===== src/rtl/ciu_pkg.sv =====
`default_nettype none
package ciu_pkg;
    // Priority levels on a 0..16 scale; five bits carry level 16.
    localparam logic [4:0] LVL_NMI      = 5'h10;
    localparam logic [4:0] LVL_UBRK     = 5'h0F;
    localparam logic [4:0] LVL_PROG_MAX = 5'h0F;
    localparam logic [3:0] MASK_NMI     = 4'hF;
    localparam logic [3:0] MASK_RESET   = 4'hF;
    // Status word field position of the interrupt mask level.
    localparam int         MASK_LSB     = 4;
    localparam logic [31:0] STATUS_RESET = 32'h000000F0;
    localparam logic [31:0] VBASE_RESET  = 32'h00000000;
    // Stack step in bytes and vector table entry size as a left shift.
    localparam logic [31:0] STACK_STEP  = 32'h00000004;
    localparam int          VEC_SHIFT   = 2;
    // Vector numbers of the fixed instruction exceptions and sources.
    localparam logic [7:0] VEC_ILLEGAL  = 8'h04;
    localparam logic [7:0] VEC_SLOT     = 8'h06;
    localparam logic [7:0] VEC_ADDR_ERR = 8'h09;
    localparam logic [7:0] VEC_NMI      = 8'h0B;
    localparam logic [7:0] VEC_UBRK     = 8'h0C;
    // Exception kinds; accepted in the order slot, illegal, trap, address, interrupt.
    typedef enum logic [2:0] {
        CIU_EX_NONE, CIU_EX_ILLEGAL, CIU_EX_SLOT, CIU_EX_TRAP, CIU_EX_ADDR, CIU_EX_INTR
    } ciu_kind_t;
endpackage
`default_nettype wire


===== src/rtl/ciu_exception_unit.sv =====
// Functional notes
// - Priority levels span zero to sixteen
// - Non-maskable is level sixteen, never masked
// - User break fixed at level fifteen
// - Programmable sources limited to levels 0-15
// - Arbiter presents the highest pending request
// - Maskable accepted only above mask level
// - Push status then PC, load mask
// - Non-maskable loads mask with fifteen
// - Fetch vector entry then jump there
// - Every source has its own vector
// - Trap pushes status, next address, vectors
// - Exception jump has no delay slot
// - Illegal slot raised at slot decode
// - PC-rewriting ops illegal in delay slot
// - Illegal slot pushes the branch target
// - Undefined code pushes its own address
// - No interrupt or address error in slot
// - After control load/store: interrupts held
// - Refused sources stay pending until accepted
// - Vector address is base plus number times four
// - Each push predecrements stack by four
`default_nettype none
module ciu_exception_unit (
    input  wire logic        mclk,
    input  wire logic        nrst,
    // Decode boundary information from the pipeline.
    input  wire logic        dec_valid,
    input  wire logic [31:0] dec_pc,
    input  wire logic [31:0] dec_next_pc,
    input  wire logic        dec_undefined,
    input  wire logic        dec_rewrites_pc,
    input  wire logic        dec_delayed_branch,
    input  wire logic [31:0] dec_branch_target,
    input  wire logic        dec_ctrl_loadstore,
    input  wire logic        dec_software_trap_op,
    input  wire logic [7:0]  dec_trap_vector,
    input  wire logic        addr_error,
    // Interrupt arbiter request.
    input  wire logic        irq_valid,
    input  wire logic [4:0]  irq_level,
    input  wire logic [7:0]  irq_vector,
    // Architectural registers seen by the unit.
    input  wire logic [31:0] status_word,
    input  wire logic [31:0] vector_base,
    input  wire logic [31:0] stack_ptr,
    // Memory port for stacking and vector fetch.
    input  wire logic        mem_ack,
    input  wire logic [31:0] mem_rdata,
    output logic             mem_req,
    output logic             mem_we,
    output logic [31:0]      mem_addr,
    output logic [31:0]      mem_wdata,
    // Results handed back to the core.
    output logic             exc_busy,
    output logic             exc_done,
    output logic [31:0]      new_pc,
    output logic [31:0]      new_sp,
    output logic [31:0]      new_status_word,
    output logic             irq_ack
);
    ////////////////////////////////////////////////////////////////////////////
    // Reset release.
    logic       rst_q1;
    logic       rst_n;

    // Reset is asserted at once and released after two clean edges.
    always_ff @(posedge mclk or negedge nrst) begin
        if (!nrst) begin
            rst_q1 <= 1'b0;
            rst_n  <= 1'b0;
        end else begin
            rst_q1 <= 1'b1;
            rst_n  <= rst_q1;
        end
    end

    ////////////////////////////////////////////////////////////////////////////
    // Acceptance decision at a decode boundary.
    typedef enum logic [2:0] {CIU_IDLE, CIU_PUSH_SR, CIU_PUSH_PC, CIU_FETCH, CIU_DONE} ciu_state_t;
    ciu_state_t state;

    logic       in_slot;
    logic       after_ctrl;
    logic       addr_pend;
    logic       irq_ok;
    logic       addr_ok;
    logic       take_irq;
    ciu_pkg::ciu_kind_t next_kind;
    logic [31:0] next_push_pc;
    logic [7:0]  next_vec;
    logic [3:0]  next_mask;
    logic [3:0]  cur_mask;

    assign cur_mask = status_word[ciu_pkg::MASK_LSB +: 4];

    assign addr_ok = !in_slot;
    assign irq_ok  = irq_valid && !in_slot && !after_ctrl &&
                     ((irq_level == ciu_pkg::LVL_NMI) || (irq_level > {1'b0, cur_mask}));
    assign take_irq = (next_kind == ciu_pkg::CIU_EX_INTR);

    // One source per decision; instruction faults of the decoded op win.
    always_comb begin
        next_kind    = ciu_pkg::CIU_EX_NONE;
        next_push_pc = dec_pc;
        next_vec     = ciu_pkg::VEC_ILLEGAL;
        next_mask    = cur_mask;
        // Decodes offered outside idle, the done cycle included, are ignored.
        if (dec_valid && state == CIU_IDLE) begin
            if (in_slot && (dec_undefined || dec_rewrites_pc || dec_software_trap_op)) begin
                next_kind    = ciu_pkg::CIU_EX_SLOT;
                next_vec     = ciu_pkg::VEC_SLOT;
                next_push_pc = dec_branch_target;
            end else if (dec_undefined) begin
                next_kind    = ciu_pkg::CIU_EX_ILLEGAL;
                next_vec     = ciu_pkg::VEC_ILLEGAL;
                next_push_pc = dec_pc;
            end else if (dec_software_trap_op) begin
                next_kind    = ciu_pkg::CIU_EX_TRAP;
                next_vec     = dec_trap_vector;
                next_push_pc = dec_next_pc;
            end else if ((addr_pend || addr_error) && addr_ok) begin
                next_kind    = ciu_pkg::CIU_EX_ADDR;
                next_vec     = ciu_pkg::VEC_ADDR_ERR;
                next_push_pc = dec_pc;
            end else if (irq_ok) begin
                next_kind    = ciu_pkg::CIU_EX_INTR;
                next_vec     = irq_vector;
                next_push_pc = dec_pc;
                next_mask    = (irq_level == ciu_pkg::LVL_NMI) ? ciu_pkg::MASK_NMI : irq_level[3:0];
            end
        end
    end

    ////////////////////////////////////////////////////////////////////////////
    // Decode context tracking.
    // delay slot flag
    always_ff @(posedge mclk or negedge rst_n) begin
        if (!rst_n) begin
            in_slot    <= 1'b0;
            after_ctrl <= 1'b0;
        end else if (dec_valid && state == CIU_IDLE) begin
            in_slot    <= dec_delayed_branch && (next_kind == ciu_pkg::CIU_EX_NONE);
            after_ctrl <= dec_ctrl_loadstore && (next_kind == ciu_pkg::CIU_EX_NONE);
        end else if (state == CIU_DONE) begin
            in_slot    <= 1'b0;
            after_ctrl <= 1'b0;
        end
    end

    // held address error
    // A fresh error in the accepting cycle re-arms a held one, so set wins over clear.
    // A fresh error that is itself the one taken is consumed, to avoid a double entry.
    always_ff @(posedge mclk or negedge rst_n) begin
        if (!rst_n) begin
            addr_pend <= 1'b0;
        end else if (addr_error && (addr_pend || next_kind != ciu_pkg::CIU_EX_ADDR)) begin
            addr_pend <= 1'b1;
        end else if (next_kind == ciu_pkg::CIU_EX_ADDR) begin
            addr_pend <= 1'b0;
        end
    end

    ////////////////////////////////////////////////////////////////////////////
    // Stacking and vector fetch sequence.
    logic [31:0] saved_pc;
    logic [31:0] saved_sr;
    logic [31:0] sp;
    logic [7:0]  vec;
    logic [3:0]  mask_new;

    always_ff @(posedge mclk or negedge rst_n) begin
        if (!rst_n) begin
            state <= CIU_IDLE;
        end else begin
            case (state)
                CIU_IDLE: begin
                    if (next_kind != ciu_pkg::CIU_EX_NONE) begin
                        state <= CIU_PUSH_SR;
                    end
                end
                CIU_PUSH_SR: begin
                    if (mem_ack) begin
                        state <= CIU_PUSH_PC;
                    end
                end
                CIU_PUSH_PC: begin
                    if (mem_ack) begin
                        state <= CIU_FETCH;
                    end
                end
                CIU_FETCH: begin
                    if (mem_ack) begin
                        state <= CIU_DONE;
                    end
                end
                // One quiet cycle lets the core load the new context before decode resumes.
                CIU_DONE: state <= CIU_IDLE;
                default:  state <= CIU_IDLE;
            endcase
        end
    end

    // Capture of the context of the accepted exception.
    always_ff @(posedge mclk or negedge rst_n) begin
        if (!rst_n) begin
            saved_pc <= 32'h00000000;
            saved_sr <= ciu_pkg::STATUS_RESET;
            sp       <= 32'h00000000;
            vec      <= 8'h00;
            mask_new <= ciu_pkg::MASK_RESET;
        end else if (state == CIU_IDLE && next_kind != ciu_pkg::CIU_EX_NONE) begin
            saved_pc <= next_push_pc;
            saved_sr <= status_word;
            sp       <= stack_ptr;
            vec      <= next_vec;
            mask_new <= next_mask;
        end else if ((state == CIU_PUSH_SR || state == CIU_PUSH_PC) && mem_ack) begin
            sp <= sp - ciu_pkg::STACK_STEP;
        end
    end

    // Memory port: each push writes at sp minus four, then the fetch reads.
    always_ff @(posedge mclk or negedge rst_n) begin
        if (!rst_n) begin
            mem_req   <= 1'b0;
            mem_we    <= 1'b0;
            mem_addr  <= 32'h00000000;
            mem_wdata <= 32'h00000000;
        end else begin
            mem_req <= 1'b0;
            mem_we  <= 1'b0;
            if (state == CIU_IDLE && next_kind != ciu_pkg::CIU_EX_NONE) begin
                mem_req   <= 1'b1;
                mem_we    <= 1'b1;
                mem_addr  <= stack_ptr - ciu_pkg::STACK_STEP;
                mem_wdata <= status_word;
            end else if (state == CIU_PUSH_SR && !mem_ack) begin
                mem_req <= 1'b1;
                mem_we  <= 1'b1;
            end else if (state == CIU_PUSH_SR) begin
                mem_req   <= 1'b1;
                mem_we    <= 1'b1;
                mem_addr  <= sp - (ciu_pkg::STACK_STEP << 1);
                mem_wdata <= saved_pc;
            end else if (state == CIU_PUSH_PC && !mem_ack) begin
                mem_req <= 1'b1;
                mem_we  <= 1'b1;
            end else if (state == CIU_PUSH_PC) begin
                mem_req   <= 1'b1;
                mem_addr  <= vector_base + {22'h0, vec, 2'h0};
                mem_wdata <= 32'h00000000;
            end else if (state == CIU_FETCH && !mem_ack) begin
                mem_req <= 1'b1;
            end
        end
    end

    // Results: PC jumps straight to the fetched entry with no slot.
    always_ff @(posedge mclk or negedge rst_n) begin
        if (!rst_n) begin
            exc_busy        <= 1'b0;
            exc_done        <= 1'b0;
            new_pc          <= 32'h00000000;
            new_sp          <= 32'h00000000;
            new_status_word <= ciu_pkg::STATUS_RESET;
            irq_ack         <= 1'b0;
        end else begin
            exc_done <= 1'b0;
            irq_ack  <= take_irq;
            if (state == CIU_IDLE && next_kind != ciu_pkg::CIU_EX_NONE) begin
                exc_busy <= 1'b1;
            end else if (state == CIU_FETCH && mem_ack) begin
                exc_busy        <= 1'b0;
                exc_done        <= 1'b1;
                new_pc          <= mem_rdata;
                new_sp          <= sp;
                new_status_word <= saved_sr;
                if (vec == ciu_pkg::VEC_NMI || mask_new != saved_sr[ciu_pkg::MASK_LSB +: 4]) begin
                    new_status_word[ciu_pkg::MASK_LSB +: 4] <= mask_new;
                end
            end
        end
    end
endmodule
`default_nettype wire


===== config.mk =====
export PLATFORM = sky130hd
export DESIGN_NAME = ciu_exception_unit
export DESIGN_NICKNAME = d
export VERILOG_FILES = /design/src/rtl/ciu_pkg.sv /design/src/rtl/ciu_exception_unit.sv
export SDC_FILE = /design/constraint.sdc
export NUM_CORES = 1
export LEC_CHECK = 0
export ABC_AREA = 1
export BUFFER_PORTS_ARGS = -buffer_cell sky130_fd_sc_hd__buf_2
export CORE_MARGIN = 2
export CORE_UTILIZATION = 53
export DETAILED_ROUTE_END_ITERATION = 7
export PLACE_DENSITY_LB_ADDON = 0.3
export SLEW_MARGIN = 20
export SYNTH_ARGS = -nofsm -noshare
export SYNTH_HDL_FRONTEND = slang
export SYNTH_SLANG_ARGS = --single-unit

===== constraint.sdc =====
create_clock -name mclk -period 11.71 [get_ports mclk]
set_clock_uncertainty 0.1 [all_clocks]
set_input_delay 0.5855 -clock mclk [delete_from_list [all_inputs] [get_ports mclk]]
set_output_delay 0.5855 -clock mclk [all_outputs]
set_load 0.05 [all_outputs]

[Word level (Yosys, flattened, before mapping)]
Cells that the tools add are included.
Operators by class
  reduce and logical (&&, ||, !) cells: 36
  equality and inequality tests: 16
  magnitude comparators: 1
  muxes and demuxes: 60
  bitwise gates (word level): 1
  add/subtract/negate cells: 4
Operators with widths (count)
  $mux 32: 16
  $sub 32x3->32 const B: 2
  $mux 8: 6
  $add 32x10->32: 1
  $mux 4: 8
  $sub 32x4->32 const B: 1
  $mux 3: 10
  $mux 1: 19
  $logic_and 1x1->1: 15
  $pmux 3 s4: 1
  $ne 2x2->1 const B: 5
  $eq 3x3->1 const B: 3
  $eq 8x4->1 const B: 1
  $reduce_bool 2->1: 4
  $logic_or 1x1->1: 7
  $eq 3x2->1 const B: 2
  $logic_not 3->1: 2
  $ne 3x3->1 const B: 2
  $reduce_bool 3->1: 2
  $eq 5x5->1 const B: 1
  $gt 5x4->1: 1
  $ne 4x4->1: 1
  $reduce_and 4->1: 1
  $eq 3x1->1 const B: 1
  other kinds (4): 6
Word-level totals
  register bits after elaboration: 281
  input bits: 256
  logic and storage cells: 139
  output and inout port bits: 165

[Depth between registers and ports, before layout]
  word-level depth: 14
  mapped depth: 16
  depth with buffers taken out: 16

[Worst setup path after synthesis]
OpenSTA, ideal clock, no wires.
  path kind: input port to flip-flop
  start point: input vector_base[2]
  end point: register mem_addr[26]
  cell stages on the path: 13
  buffers on the path: 0
  slack: 9.367 ns
  setup time: 0.118 ns
  required time: 11.492 ns
  data arrival time: 2.125 ns
  cell sequence: ha_1 > inv_1 > fa_1 > inv_1 > nand3_1 > nand3_1 > nand2_1 > nand2_1 > a21boi_0 > o21ai_0 > nand3_1 > nand3_1 > nand2_1
On the way
  longest elaborated chain between the ends: 6
RTL lines
  start: declaration: line ciu_exception_unit.sv:45  | input wire logic [31:0] vector_base,
  $add 32x10->32: line ciu_exception_unit.sv:251  | mem_addr <= vector_base + {22'h0, vec, 2'h0};
  $mux 32: line ciu_exception_unit.sv:249  | end else if (state == CIU_PUSH_PC) begin
  $mux 32: line ciu_exception_unit.sv:246  | end else if (state == CIU_PUSH_PC && !mem_ack) begin
  $mux 32: line ciu_exception_unit.sv:241  | end else if (state == CIU_PUSH_SR) begin
  $mux 32: line ciu_exception_unit.sv:238  | end else if (state == CIU_PUSH_SR && !mem_ack) begin
  $mux 32: line ciu_exception_unit.sv:233  | if (state == CIU_IDLE && next_kind != ciu_pkg::CIU_EX_NONE) begin
  end signal: assignment: line ciu_exception_unit.sv:236  | mem_addr <= stack_ptr - ciu_pkg::STACK_STEP;
  end signal: assignment: line ciu_exception_unit.sv:244  | mem_addr <= sp - (ciu_pkg::STACK_STEP << 1);
  end signal: assignment: line ciu_exception_unit.sv:251
  end: declaration: line ciu_exception_unit.sv:52  | output logic [31:0] mem_addr,
Every way passes these cells. The select of a mux whose other input is x is not followed.
A chain may end at the register's enable or synchronous reset.

[Worst setup path in the final report]
  start point: register state[1]
  end point: register mem_wdata[6]
On the way
  longest elaborated chain between the ends: 7
  elaborated cells between the ends (all ways): 16
  those cells by class: eq/ne (4); mux (4); reduce/logical (8)
RTL lines
  start: declaration: line ciu_exception_unit.sv:81  | ciu_state_t state;
  start signal: assignment: line ciu_exception_unit.sv:174  | state <= CIU_IDLE;
  start signal: assignment: line ciu_exception_unit.sv:179  | state <= CIU_PUSH_SR;
  start signal: assignment: line ciu_exception_unit.sv:184  | state <= CIU_PUSH_PC;
  $logic_not 3->1: line ciu_exception_unit.sv:109, ciu_exception_unit.sv:233
  $logic_and 1x1->1: line ciu_exception_unit.sv:109  | if (dec_valid && state == CIU_IDLE) begin
  $mux 3: line ciu_exception_unit.sv:109
  $reduce_bool 3->1: line ciu_exception_unit.sv:233
  $logic_and 1x1->1: line ciu_exception_unit.sv:233
  $ne 3x3->1 (no source line) (tied with other cells)
  $reduce_and 3->1 (no source line)
  end signal: assignment: line ciu_exception_unit.sv:237  | mem_wdata <= status_word;
  end signal: assignment: line ciu_exception_unit.sv:245  | mem_wdata <= saved_pc;
  end: declaration: line ciu_exception_unit.sv:53  | output logic [31:0] mem_wdata,
Several ways; a longest one is shown, not always the timed one. The select of a mux whose other input is x is not followed.

==> key figures <==
Global routing
  – Largest net degree at the start of global routing: 163
  – Tot GR Track Use: 36.31%
  – Vias in the first global route: 15200
  – Initial antenna violation count: 4
  – Grt total ovfl: 0
  – First-pass GRT wire length: 85580 um

Synth
  – Main area contributors after synthesis: dfrtp_1 45%, nand2_1 17%, nand3_1 5.6%
  – Synthesized net count: 2315
  – Synthesis-stage register bit count: 277
  – Top cell type by total area after synthesis: dfrtp_1
  – Syn. warnings: 0
  – Yosys cell types: 44
  – Syn_area_per_cell: 7.398 sq um
  – Mapped Cells: 2042
  – Top-area cell type share of the netlist area: 44.56%
  – Sequential-to-total area share from yosys stat: 45.95%
  – Mapped Area: 15110 sq um

Setup path
  – CP peak stage delay: 950 ps
  – WP depth: 10
  – Critical Path Fanout Max: 56
  – CP top delay family: simple AND/OR/NAND/NOR gates
  – Launching point of the worst reg2reg path: state[1]
  – R2R setup slack: 8190 ps
  – CP dominant cell by count: nand2_4
  – Slowest CP cell: clkinv_2
  – R2R Path End: mem_wdata[6]
  – Critical path buffers and inverters: 2
  – Crit path arrival time: 3850 ps
  – Setup CP Type: reg -> reg
  – CP endpoint kind: flop
  – WP data required: 12040 ps
  – CP Cell Sequence: nor2_1, inv_2, nor2_4, nand2_4, nor3_4, nand2_4, nand3_4, clkinv_2, nand2_1, nand3_1
  – Startpoint Class: flop
  – Worst Setup SP: state[1]
  – Cells on worst reg2reg path: 10

Timing
  – Slew margin rel.: 28.07%
  – Actual slew at the worst max-slew pin: 1079 ps
  – Hold WS: 100.6 ps
  – Fmax: 284.5 MHz
  – Final Hold Viols: 0
  – Post-Route Setup TNS: 0 ps
  – Clock period minus worst slack: 3515 ps
  – Setup Viol. Count Final: 0
  – RSZ-0062 raised after global routing: false
  – Fin worst setup slack: 8195 ps
  – Max-slew violations: 0
  – Period utilisation layout: 30.02%

Placement
  – Inst Count DP: 2771
  – DP Area: 17430 sq um
  – Post-DP HPWL: 41310 um
  – PortBufs: 420
  – Setup WS pre-CTS: 7859 ps
  – Placer Congestion: 1.026

CTS
  – CTS max path bufs: 3
  – Clock latency on the worst-skew pair: 580 ps
  – Total CTS buffers: 30
  – Post-CTS Setup Bufs: 0
  – Resized Gates After CTS: 0
  – CTS tree: built
  – H-Tree Depth: 1
  – CTS clock-pin slew for the worst setup and hold paths: 70 ps
  – Clock root cell: clkbuf_16
  – Hold_buf cts: 1
  – Clock Sink Count: 277

Finish
  – Fillers: 2527
  – Most common cell after layout, fill and taps aside: nand2_1
  – Final cell count without fillers: 2832
  – Share of cells above drive strength 1: 21.11%
  – Design area: 18480 sq um
  – Area delta synth->final: 22.30%
  – # nets final: 2699
  – Core Util, Final: 66.14%
  – Most frequent cells in the layout: 694 x nand2_1, 420 x buf_2, 268 x dfrtp_1

Power
  – Peak supply drop: 0.2351 mV
  – Overall power: 5.635 mW
  – PwrDens: 305.0 nW/um^2
  – Leakage: 9.734 nW

Drt
  – DRC viols: 0
  – Starting DRC count in detailed routing: 1519
  – Vias per cell: 5.528
  – WL met1: 21650 um
  – Met3 wire len: 4837 um
  – Met2 WL: 25880 um
  – ANT nets after route: 0
  – Vias post-DR: 15660
  – Final WL: 55130 um
  – Uppermost layer routed: met4
  – Routed wire per std cell: 19.47 um
  – Number of iterations in the first detailed-routing pass: 6

Hold path
  – Worst Hold Class: in -> reg
  – Hold worst-path end: new_pc[4]
  – Hold wc startpoint: mem_rdata[4]
  – Hold path depth: 3

Outcome
  – Outcome: completed

Floorplanning
  – Ports: 421
  – Starting Density: 54.08%
  – Core ar.: 27930 sq um
  – Die H: 172.8 um
  – FP Rows: 61
  – Die Width: 172.8 um
  – Die area: 29870 sq um

Flow run
  – MaxCap Viol Count: 0
==> registers in the layout, indices dropped and copies added (netlist names), 3 cells and up <==
name             flops
mem_addr            32
mem_wdata           32
state                3
mask_new             4
new_status_word     32
saved_pc            32
sp                  32
new_sp              32
vec                  8
new_pc              32
saved_sr            28
==> worst max-delay path by stage <==
stage	endpoint	slack [ps]
final	mem_wdata[6]	8190
after CTS	mem_addr[5]	8280
after global placement	mem_addr[3]	7960
after detailed placement	mem_addr[5]	7860
after floorplan	addr_pend	3330
after global routing	mem_wdata[8]	7970
==> final cells by class <==
| class | count | area [sq um] | area share [%] |
|---|---|---|---|
| clock inverter | 13 | 185.2 | 1.002 |
| multi-input combinational | 1480 | 7039 | 38.10 |
| timing repair buffer | 433 | 2215 | 11.99 |
| tap | 378 | 473.0 | 2.560 |
| sequential | 277 | 6945 | 37.59 |
| clock buffer | 42 | 835.8 | 4.524 |
| antenna | 5 | 12.51 | 0.06772 |
| inverter | 204 | 769.5 | 4.165 |
==> cells in the mapped netlist (all sizes together) <==
master / n
or2: 20
ha: 16
dfstp: 8
inv: 201
buf: 34
o21ai: 188
a21boi: 1
nor4: 2
nand3b: 10
a31oi: 6
nand3: 171
nand4: 18
nand2: 698
o211ai: 41
o22ai: 1
o221ai: 21
nor3: 15
clkbuf: 47
nor2: 185
o2111ai: 2
nor3b: 1
a21oi: 16
clkinv: 3
xor2: 42
fa: 1
xnor2: 12
dfrtp: 269
a22oi: 9
a32oi: 1
a211oi: 2
conb: 1
==> worst min-delay path: stages <==
cell and delay (ps):
buf_2 70, nand2_1 40, nand2_1 50
==> cell families after synthesis <==
family                   after synthesis  share of synthesized area (%)
AO/OA/AOI/OAI                        288                          11.17
XOR/XNOR                              54                          3.131
adder cells (fa/ha/maj)               17                          1.458
buffers and inverters                285                          7.570
flip-flops                           277                          45.95
other                                  1                        0.02482
AND/OR/NAND/NOR                     1120                          30.69
==> layer usage <==
layer | global-route usage, % | up-vias
met5 | 0 | -
met2 | 59.52 | 836
met4 | 16.56 | 0
met3 | 7.256 | 155
met1 | 46.66 | 7319
li1 | - | 7346
==> report_power, final <==
group          total (mW)  switching, mW  internal (mW)  leakage, nW
logic                2.93           2.24          0.698         5.80
registers            1.72          0.298           1.42         3.43
clock network       0.981          0.412          0.569        0.496
Power figures use the tool's default switching activity.
